<file path="config.mk">
export PLATFORM = sky130hd
export DESIGN_NAME = cce_exec
export DESIGN_NICKNAME = d
export VERILOG_FILES = /design/src/verilog/cce_pkg.sv /design/src/verilog/cce_exec.sv /design/src/verilog/cce_alu.sv
export SDC_FILE = /design/constraint.sdc
export NUM_CORES = 1
export LEC_CHECK = 0
export BUFFER_PORTS_ARGS = -buffer_cell sky130_fd_sc_hd__buf_2
export CAP_MARGIN = 10
export CORE_ASPECT_RATIO = 0.7
export CORE_MARGIN = 5
export CORE_UTILIZATION = 30
export CTS_CLUSTER_DIAMETER = 120
export CTS_CLUSTER_SIZE = 20
export DETAILED_ROUTE_END_ITERATION = 7
export HOLD_SLACK_MARGIN = 0.12
export PLACE_DENSITY = 0.48
export SYNTH_ARGS = -nofsm -noshare
export SYNTH_HDL_FRONTEND = slang
export SYNTH_HIERARCHICAL = 1
export SYNTH_SLANG_ARGS = --single-unit
export TNS_END_PERCENT = 100
</file>
<file path="constraint.sdc">
create_clock -name CLK -period 8.73 [get_ports CLK]
set_input_delay 1.746 -clock CLK [delete_from_list [all_inputs] [get_ports CLK]]
set_output_delay 1.746 -clock CLK [all_outputs]
set_load 0.05 [all_outputs]
</file>
<file path="src/verilog/cce_pkg.sv">
// Purpose: Shared constants and types for the compare/complement/clear execution block
// Assumes: Core fetch/decode supplies operand values already read from the register file
// Notes: Flag bit positions follow the core's status register layout
package cce_pkg;

  // Opcodes handled by this block
  localparam logic [7:0] OP_CARRY_TOGGLE = 8'hef;
  localparam logic [7:0] OP_ZERO_R = 8'hb0;
  localparam logic [7:0] OP_ZERO_PTR = 8'hb1;
  localparam logic [7:0] OP_INV_R = 8'h60;
  localparam logic [7:0] OP_INV_PTR = 8'h61;
  localparam logic [7:0] OP_TEST_WW = 8'ha2;
  localparam logic [7:0] OP_TEST_WI = 8'ha3;
  localparam logic [7:0] OP_TEST_RR = 8'ha4;
  localparam logic [7:0] OP_TEST_RI = 8'ha5;
  localparam logic [7:0] OP_TEST_LIT = 8'ha6;
  localparam logic [7:0] OP_TSB_EQ = 8'hc2;
  localparam logic [7:0] OP_TSB_NE = 8'hd2;

  // Status flag register address and bit positions
  localparam logic [7:0] FLAGS_ADDR = 8'hd5;
  localparam logic [7:0] FLAGS_RST = 8'h00;
  localparam int FLG_C = 7;
  localparam int FLG_Z = 6;
  localparam int FLG_S = 5;
  localparam int FLG_V = 4;

  // Execution times in core clock cycles
  localparam logic [4:0] CYC_SHORT = 5'h04;
  localparam logic [4:0] CYC_TEST_LONG = 5'h06;
  localparam logic [4:0] CYC_BR_TAKEN = 5'h12;
  localparam logic [4:0] CYC_BR_NOT = 5'h10;
  localparam logic [4:0] CYC_ONE = 5'h01;

  localparam logic [7:0] PTR_STEP = 8'h01;
  localparam logic [7:0] ZERO_BYTE = 8'h00;

  typedef enum logic {CCE_IDLE, CCE_RUN} cce_state_e;

  // Operands presented by decode with the start strobe
  typedef struct packed {
    logic [7:0] opcode;
    logic [7:0] dst_addr;
    logic [7:0] dst_val;
    logic [7:0] src_val;
    logic [7:0] ptr_addr;
    logic [7:0] ptr_val;
    logic [7:0] rel_offset;
    logic [15:0] pc;
  } cce_req_s;

  // Outcome of one instruction
  typedef struct packed {
    logic legal;
    logic wr_en;
    logic [7:0] wr_addr;
    logic [7:0] result;
    logic [7:0] flags;
    logic ptr_we;
    logic take;
    logic [15:0] target;
    logic [4:0] cycles;
  } cce_res_s;

  function automatic logic cce_is_branch(input logic [7:0] op);
    return (op == OP_TSB_EQ) || (op == OP_TSB_NE);
  endfunction

  function automatic logic cce_is_test(input logic [7:0] op);
    return (op == OP_TEST_WW) || (op == OP_TEST_WI) || (op == OP_TEST_RR)
      || (op == OP_TEST_RI) || (op == OP_TEST_LIT);
  endfunction

  function automatic logic [15:0] cce_rel_target(input logic [15:0] pc, input logic [7:0] rel);
    return pc + {{8{rel[7]}}, rel};
  endfunction

endpackage

</file>
<file path="src/verilog/cce_exec.sv">
// Purpose: Executes carry toggle, zeroing, invert, compare and compare-step-branch
// Assumes: Decode holds START one cycle with REQ valid; register file applies REG/PTR writes
// Notes: Owns the status flag register; other instructions load it through FLG_LD
//
// Functional notes
// - Carry toggle inverts carry only, 4 cycles
// - Carry lives in flag register at D5
// - Zeroing writes 00h, no flags, 4 cycles
// - Pointer zeroing clears pointed register, pointer kept
// - Invert complements destination, both forms 4 cycles
// - Invert sets Z, S; clears V
// - Compare updates flags only, writes no operand
// - Compare carry on borrow, Z, S, V
// - Equal step-branch jumps when difference zero
// - Unequal step-branch jumps when difference nonzero
// - Step-branch always increments source pointer
// - Step-branch takes 18 taken, 16 not
// - Branch offset is signed, -128 to +127
`timescale 1ns/1ps
module cce_exec
  import cce_pkg::*;
(
  // Clock and reset
  input wire logic CLK,
  input wire logic RST_N,
  // Request from decode
  input wire logic START,
  input wire cce_req_s REQ,
  // Flag load by other instructions
  input wire logic FLG_LD,
  input wire logic [7:0] FLG_DIN,
  // Register file write
  output logic REG_WE,
  output logic [7:0] REG_ADDR,
  output logic [7:0] REG_WDATA,
  // Source pointer write
  output logic PTR_WE,
  output logic [7:0] PTR_ADDR,
  output logic [7:0] PTR_WDATA,
  // Program counter
  output logic PC_WE,
  output logic [15:0] PC_NEXT,
  // Status
  output logic [7:0] FLAGS,
  output logic BUSY,
  output logic DONE
);

  logic [1:0] rst_sync_ff;
  logic rst_n;
  cce_state_e state_ff, nxt_state;
  logic [4:0] cnt_ff, nxt_cnt;
  cce_res_s hold_ff, nxt_hold;
  logic [7:0] ptr_addr_ff, nxt_ptr_addr;
  logic [7:0] ptr_val_ff, nxt_ptr_val;
  logic [15:0] pc_ff, nxt_pc;
  logic [7:0] flags_ff, nxt_flags;
  logic reg_we_ff, nxt_reg_we;
  logic [7:0] reg_addr_ff, nxt_reg_addr;
  logic [7:0] reg_wdata_ff, nxt_reg_wdata;
  logic ptr_we_ff, nxt_ptr_we;
  logic [7:0] ptr_wdata_ff, nxt_ptr_wdata;
  logic pc_we_ff, nxt_pc_we;
  logic [15:0] pc_next_ff, nxt_pc_next;
  logic done_ff, nxt_done;
  logic busy_ff, nxt_busy;
  cce_res_s alu_res;
  logic accept;
  logic finish;

  // Reset is released through two stages so its removal is clean
  always_ff @(posedge CLK or negedge RST_N)
  begin
    if (!RST_N)
      rst_sync_ff <= 2'h0;
    else
      rst_sync_ff <= {rst_sync_ff[0], 1'b1};
  end
  assign rst_n = rst_sync_ff[1];

  cce_alu u_alu (
    .req(REQ),
    .flags_in(flags_ff),
    .res(alu_res)
  );

  // Unknown opcodes are not accepted, so decode sees no BUSY for them
  assign accept = (state_ff == CCE_IDLE) && START && alu_res.legal;
  assign finish = (state_ff == CCE_RUN) && (cnt_ff == CYC_ONE);

  always_comb
  begin
    nxt_state = state_ff;
    nxt_cnt = cnt_ff;
    nxt_hold = hold_ff;
    nxt_ptr_addr = ptr_addr_ff;
    nxt_ptr_val = ptr_val_ff;
    nxt_pc = pc_ff;
    nxt_busy = busy_ff;
    case (state_ff)
      CCE_IDLE:
      begin
        if (accept)
        begin
          nxt_state = CCE_RUN;
          nxt_cnt = alu_res.cycles - CYC_ONE;
          nxt_hold = alu_res;
          nxt_ptr_addr = REQ.ptr_addr;
          nxt_ptr_val = REQ.ptr_val;
          nxt_pc = REQ.pc;
          nxt_busy = 1'b1;
        end
      end
      CCE_RUN:
      begin
        nxt_cnt = cnt_ff - CYC_ONE;
        if (finish)
        begin
          nxt_state = CCE_IDLE;
          nxt_busy = 1'b0;
        end
      end
      default:
      begin
        nxt_state = CCE_IDLE;
        nxt_busy = 1'b0;
      end
    endcase
  end

  // All writes land together in the instruction's last cycle
  always_comb
  begin
    nxt_done = finish;
    nxt_reg_we = finish && hold_ff.wr_en;
    nxt_reg_addr = hold_ff.wr_addr;
    nxt_reg_wdata = hold_ff.result;
    nxt_ptr_we = finish && hold_ff.ptr_we;
    nxt_ptr_wdata = ptr_val_ff + PTR_STEP;
    nxt_pc_we = finish && hold_ff.take;
    nxt_pc_next = hold_ff.target;
    nxt_flags = flags_ff;
    // Own update wins over an outside load in the same cycle
    if (finish)
    begin
      nxt_flags = hold_ff.flags;
      if (hold_ff.wr_en && (hold_ff.wr_addr == FLAGS_ADDR))
      begin
        nxt_flags = hold_ff.result;
      end
    end
    else if (FLG_LD)
    begin
      nxt_flags = FLG_DIN;
    end
  end

  always_ff @(posedge CLK or negedge rst_n)
  begin
    if (!rst_n)
    begin
      state_ff <= CCE_IDLE;
      cnt_ff <= 5'h00;
      hold_ff <= '0;
      ptr_addr_ff <= 8'h00;
      ptr_val_ff <= 8'h00;
      pc_ff <= 16'h0000;
      busy_ff <= 1'b0;
      flags_ff <= FLAGS_RST;
      reg_we_ff <= 1'b0;
      reg_addr_ff <= 8'h00;
      reg_wdata_ff <= 8'h00;
      ptr_we_ff <= 1'b0;
      ptr_wdata_ff <= 8'h00;
      pc_we_ff <= 1'b0;
      pc_next_ff <= 16'h0000;
      done_ff <= 1'b0;
    end
    else
    begin
      state_ff <= nxt_state;
      cnt_ff <= nxt_cnt;
      hold_ff <= nxt_hold;
      ptr_addr_ff <= nxt_ptr_addr;
      ptr_val_ff <= nxt_ptr_val;
      pc_ff <= nxt_pc;
      busy_ff <= nxt_busy;
      flags_ff <= nxt_flags;
      reg_we_ff <= nxt_reg_we;
      reg_addr_ff <= nxt_reg_addr;
      reg_wdata_ff <= nxt_reg_wdata;
      ptr_we_ff <= nxt_ptr_we;
      ptr_wdata_ff <= nxt_ptr_wdata;
      pc_we_ff <= nxt_pc_we;
      pc_next_ff <= nxt_pc_next;
      done_ff <= nxt_done;
    end
  end

  assign REG_WE = reg_we_ff;
  assign REG_ADDR = reg_addr_ff;
  assign REG_WDATA = reg_wdata_ff;
  assign PTR_WE = ptr_we_ff;
  assign PTR_ADDR = ptr_addr_ff;
  assign PTR_WDATA = ptr_wdata_ff;
  assign PC_WE = pc_we_ff;
  assign PC_NEXT = pc_next_ff;
  assign FLAGS = flags_ff;
  assign BUSY = busy_ff;
  assign DONE = done_ff;

  logic [15:0] exp_target;
  logic [15:0] pc_delta;
  assign exp_target = cce_rel_target(REQ.pc, REQ.rel_offset);
  assign pc_delta = PC_NEXT - pc_ff;
endmodule

</file>
<file path="src/verilog/cce_alu.sv">
// Purpose: Combinational result, flag and branch computation for one instruction
// Assumes: Operands are stable while the start strobe is sampled
// Notes: Unknown opcodes come back with legal low and change nothing
`timescale 1ns/1ps
module cce_alu
  import cce_pkg::*;
(
  // Request and current status
  input wire cce_req_s req,
  input wire logic [7:0] flags_in,
  // Outcome
  output cce_res_s res
);

  logic [8:0] diff;
  logic [7:0] d8;
  logic [7:0] inv;

  assign diff = {1'b0, req.dst_val} - {1'b0, req.src_val};
  assign d8 = diff[7:0];
  assign inv = ~req.dst_val;

  always_comb
  begin
    res = '0;
    res.legal = 1'b1;
    res.flags = flags_in;
    res.wr_addr = req.dst_addr;
    res.cycles = CYC_SHORT;
    res.target = cce_rel_target(req.pc, req.rel_offset);
    case (req.opcode)
      OP_CARRY_TOGGLE:
      begin
        res.flags[FLG_C] = ~flags_in[FLG_C];
      end
      OP_ZERO_R, OP_ZERO_PTR:
      begin
        res.wr_en = 1'b1;
        res.result = ZERO_BYTE;
        // Pointer form writes where the pointer points, pointer untouched
        if (req.opcode == OP_ZERO_PTR)
        begin
          res.wr_addr = req.ptr_val;
        end
      end
      OP_INV_R, OP_INV_PTR:
      begin
        res.wr_en = 1'b1;
        res.result = inv;
        if (req.opcode == OP_INV_PTR)
        begin
          res.wr_addr = req.ptr_val;
        end
        res.flags[FLG_Z] = (inv == ZERO_BYTE);
        res.flags[FLG_S] = inv[7];
        res.flags[FLG_V] = 1'b0;
      end
      OP_TEST_WW, OP_TEST_WI, OP_TEST_RR, OP_TEST_RI, OP_TEST_LIT:
      begin
        if (req.opcode != OP_TEST_WW)
        begin
          res.cycles = CYC_TEST_LONG;
        end
        res.flags[FLG_C] = diff[8];
        res.flags[FLG_Z] = (d8 == ZERO_BYTE);
        res.flags[FLG_S] = d8[7];
        res.flags[FLG_V] = (req.dst_val[7] != req.src_val[7])
          && (d8[7] != req.dst_val[7]);
      end
      OP_TSB_EQ, OP_TSB_NE:
      begin
        res.ptr_we = 1'b1;
        res.take = (req.opcode == OP_TSB_EQ) ? (d8 == ZERO_BYTE)
          : (d8 != ZERO_BYTE);
        res.cycles = res.take ? CYC_BR_TAKEN : CYC_BR_NOT;
      end
      default:
      begin
        res.legal = 1'b0;
      end
    endcase
  end

endmodule

</file>
# After elaboration in Yosys (flattened, before gate mapping)

Cells that the tools add are included.
Widths: inputs -> output; s select.

Logic and storage cells: 90
Output and inout bits: 61
Register bits: 120
Bits of input ports: 84

Muxes and demuxes: 22
Reductions and logical operators: 19
Add/subtract/negate cells: 5
Equal/unequal tests: 19
Bitwise logic cells: 3

Operators by type and width:

| kind                | count |
|---|---|
| $eq 8x8->1 const B  | 11 |
| $mux 8              | 5 |
| $pmux 17 s2         | 1 |
| $pmux 5 s2          | 2 |
| $add 16x16->16      | 1 |
| $eq 8x7->1 const B  | 2 |
| $logic_not 8->1     | 2 |
| $reduce_or 12->1    | 1 |
| $sub 5x1->5 const B | 2 |
| $sub 8x8->9         | 1 |
| $add 8x1->8 const B | 1 |
| $logic_and 1x1->1   | 8 |
| $ne 8x8->1 const B  | 1 |
| $not 8->8           | 1 |
| $reduce_bool 8->1   | 1 |
| $mux 1              | 6 |
| $mux 2              | 3 |
| $pmux 1 s2          | 3 |
| $pmux 3 s2          | 1 |
| $reduce_or 2->1     | 3 |
| $eq 5x1->1 const B  | 1 |
| $mux 5              | 1 |
| $reduce_or 5->1     | 1 |
| $reduce_and 2->1    | 2 |
| 5 further kinds     | 7 |

# Logic depth before layout (Yosys ltp)

Depth after elaboration: 8
Depth in mapped cells: 15
Depth with buffers taken out: 15

# Modules after synthesis

The synthesis kept the hierarchy.

Modules (own cells, without submodules):

| module   | cells each | area each (µm²) | instances | seq. area each (µm²) |
|---|---|---|---|---|
| cce_exec | 286        | 4400.5          | 1         | 3002.9 |
| cce_alu  | 190        | 1352.5          | 1         | 0.0 |

# Worst setup path after synthesis

Ideal clock, no wire load.

Kind: input port to flip-flop
Start: in REQ[42] in the netlist's numbering
End: reg cnt_ff[4]
Path buffers: 0
Arrival time: 4175 ps
Required time: 8593 ps
Cell stages on the path: 15
Slack: 4418 ps
Library setup time: 137 ps
Cell sequence: inv_1 -> ha_1 -> or2_1 -> o221a_2 -> o41a_1 -> a211oi_1 -> o221ai_2 -> xor2_1 -> o22ai_1 -> inv_1 -> ha_1 -> nor3b_1 -> xor2_1 -> mux2i_1 -> o21ai_0

RTL lines:

| element              | RTL line        | RTL |
|---|---|---|
| start, declared      | cce_exec.sv:28  | `input wire cce_req_s REQ,` |
| end signal, assigned | cce_exec.sv:182 | `cnt_ff <= nxt_cnt;` |
| end, declared        | cce_exec.sv:52  | `logic [4:0] cnt_ff, nxt_cnt;` |

==> flow_summary_export.csv <==
group,metric,value,unit
routing,drc,0,
clock_network,cts.clk_slew.worst_paths,60,ps
timing,fin_crit,4290,ps
run,maxCapViolCount,0,
hold_path,worstHoldPathType,"reg2reg",
power_and_ir_drop,p_seq_frac,0.364,
timing,fmax,0.233,GHz
routing,wl_per_cell,15.8,um
floorplan,die_w,176,um
power_and_ir_drop,powerDensity,323,nW/um^2
synthesis,yosysSeqAreaShare,0.522,
global_route,grt_pass1_vias,4411,
floorplan,dieArea,22100,um^2
timing,tns,0,ps
clock_network,cts-root-buf,"clkbuf_16",
synthesis,synth-seq-cells,120,
timing,slew_viol_final,0,
run_status,status,"completed",
setup_path,path_class,"in2reg",
timing,hold_ws,351,ps
timing,slew_headroom,0.414,
global_route,grt.total_usage,0.130,
routing,drtPass1Iterations,5,
hold_path,min_from,"rst_sync_ff[0]$_DFF_PN0_",
timing,min_period_over_period,0.492,
final_layout,diodes,0,
setup_path,cp_slowest_stage_delay,350,ps
setup_path,critPathCaptureType,"flop",
clock_network,cts_buffer_depth,2,
power_and_ir_drop,p_sw_frac,0.381,
clock_network,cts.sinks,120,
global_route,antenna_found_initial,1,
final_layout,fillerInstances,1842,
setup_path,critical_path.slowest_cell,"o41a_1",
final_layout,nets,735,
global_route,grt_pass1_wl,22900,um
clock_network,postCtsSetupBuffers,0,
final_layout,final_common_cell,"buf_2",
timing,setup_viol,0,
setup_path,r2r_setup_slack,6650,ps
final_layout,most-common-layout-cells,"buf_2, dfrtp_1, mux2_2",
clock_network,clk_latency,410,ps
setup_path,cp_cell_sequence,"buf_2 -> ha_1 -> or2_1 -> o221a_2 -> o41a_1 -> and3_4 -> o221ai_2 -> xor2_1 -> o22ai_1 -> inv_1 -> ha_1 -> nor3b_1 -> xor2_1 -> mux2i_1 -> o21ai_0",
power_and_ir_drop,p_clk_frac,0.313,
setup_path,path_buf_inv,2,
synthesis,syn_area_per_cell,12.1,um^2
setup_path,cp.required,9050,ps
synthesis,async_reset_ff_frac,1.00,
place,dp_cells,846,
timing,rsz0062_at_grt,"false",
routing,drt_iter0_drc,162,
final_layout,drive_above_1_share,0.421,
floorplan,die_y,126,um
final_layout,area_delta_synth_final,27.6,%
setup_path,crit_fanout,3,
final_layout,fin_cells,878,
place,dp_hpwl,10200,um
clock_network,cts_resized,0,
setup_path,critPathTopFamily,"compound AO/OA/AOI/OAI gates",
global_route,grt_max_degree,69,
setup_path,r2r_end,"FLAGS[0]$_DFFE_PN0P_",
hold_path,hold_path_end,"rst_sync_ff[1]$_DFF_PN0_",
power_and_ir_drop,vdd_drop_max,149,uV
final_layout,post-route-util,0.389,
place,numPortBuffers,144,
timing,hold_viol,0,
place,place.gp.congestion,0.767,
final_layout,register_area,3010,um^2
timing,fin_skew,6.94,ps
clock_network,htreeDepth,4,
setup_path,cp.arrival,4610,ps
power_and_ir_drop,internal-power,1470,uW
routing,wl,13800,um
routing,vias,4086,
clock_network,cts_buffers,17,
synthesis,synth_edf_count,0,
clock_network,cts_hold_buf,0,
power_and_ir_drop,power.leakage,0.00367,uW
synthesis,yosysWarnings,6,
floorplan,num_rows,42,
clock_network,cts_tree,"yes",
final_layout,multi_input_area,2570,um^2
routing,antenna_left,0,
routing,viasPerCell,4.65,
global_route,grt-ovfl-total,0,
setup_path,r2r-start,"nxt_reg_addr[1]$_DFFE_PN0P_",
synthesis,netlist_area,5750,um^2
synthesis,synthFlopType,"dfrtp_1",
floorplan,core,18900,um^2
floorplan,initial_core_util,0.305,
floorplan,io_pins,145,
setup_path,start_kind,"primary input",
synthesis,syn_inst,476,
power_and_ir_drop,p_switching,904,uW
timing,worstMarginPinSlew,880,ps
power_and_ir_drop,combPwrFrac,0.323,
hold_path,hold_depth,0,
setup_path,reg2reg_depth,4,
synthesis,synth_cell_types,51,
==> per-layer routing <==
layer | global-route usage | wire (um) | vias up | share of wire
met3 | 0.0431 | 684 | 14 | 0.049
met5 | 0 | 13 | - | 0.00094
li1 | - | - | 1971 | -
met2 | 0.190 | 5970 | 101 | 0.43
met1 | 0.182 | 7000 | 1998 | 0.51
met4 | 0.0412 | 172 | 2 | 0.012
==> flip-flops by register name (all words and copies together) (netlist names), 5 cells and up <==
signal	flops
PTR_ADDR	8
cnt_ff	5
nxt_pc_next	16
hold_ff	11
ptr_val_ff	8
PC_NEXT	16
REG_WDATA	8
FLAGS	8
nxt_reg_wdata	8
nxt_reg_addr	8
PTR_WDATA	8
REG_ADDR	8
==> layout make-up <==
| cell class | instances | area share |
|---|---|---|
| Clock buffer | 20 | 0.0636 |
| Clock inverter | 12 | 0.0225 |
| Inverter | 22 | 0.0113 |
| Multi-Input combinational cell | 315 | 0.350 |
| Sequential cell | 120 | 0.410 |
| Tap cell | 242 | 0.0413 |
| Timing Repair Buffer | 147 | 0.101 |
==> worst max path at each step <==
stage,from,to,slack (ps),cells after the start
after detailed placement,REQ[64],nxt_reg_wdata[4]$_DFFE_PN0P_,4020,10
after global placement,REQ[64],ptr_val_ff[5]$_DFFE_PN0P_,4020,10
after floorplan,REQ[42],cnt_ff[4]$_DFFE_PN0P_,4420,15
after global routing,REQ[64],PTR_ADDR[2]$_DFFE_PN0P_,4260,10
after CTS,REQ[64],nxt_reg_wdata[4]$_DFFE_PN0P_,4460,10
final,REQ[50],cnt_ff[4]$_DFFE_PN0P_,4440,15
==> cell usage after synthesis, types with 11 or more instances <==
master / n / area [um^2]
dfrtp_1: 120 / 3000
mux2_2: 68 / 766
ha_1: 27 / 338
nor2_1: 24 / 90.1
inv_1: 22 / 82.6
a21oi_1: 20 / 100
nand2_1: 16 / 60.1
xnor2_1: 15 / 131
xor2_1: 15 / 131
a211oi_1: 12 / 90.1
nor2b_1: 11 / 68.8
o21ai_0: 11 / 55.1
==> cells by family after synthesis <==
logic type / after synthesis / synth area share
DFF: 120 / 0.522
buffers and inverters: 42 / 0.0344
AOI/OAI and AO/OA: 82 / 0.0968
xor gates and xnor gates: 30 / 0.0457
and+or+nand+nor: 95 / 0.0890
muxes: 77 / 0.149
other: 2 / 0.00131
adders and majority gates: 28 / 0.0622
==> power groups by stage <==
stage | logic [uW] | clock network, uW | registers, uW
after floorplan | 255 | 0 | 1190
after global placement | 765 | 0 | 868
after detailed placement | 773 | 0 | 874
after CTS | 774 | 762 | 868
after global routing | 816 | 791 | 892
final | 766 | 740 | 863
==> per-stage QoR <==
step	instance area [um^2]	total power, uW	setup slack, ps
finish	7340	2370	4440
global route	7340	2500	4260
CTS	7340	2400	4460
detailed placement	6710	1650	4020
global placement	6710	1630	4020
floorplan	5760	1440	4420
Note: power is estimated with default switching activity, not from simulation.
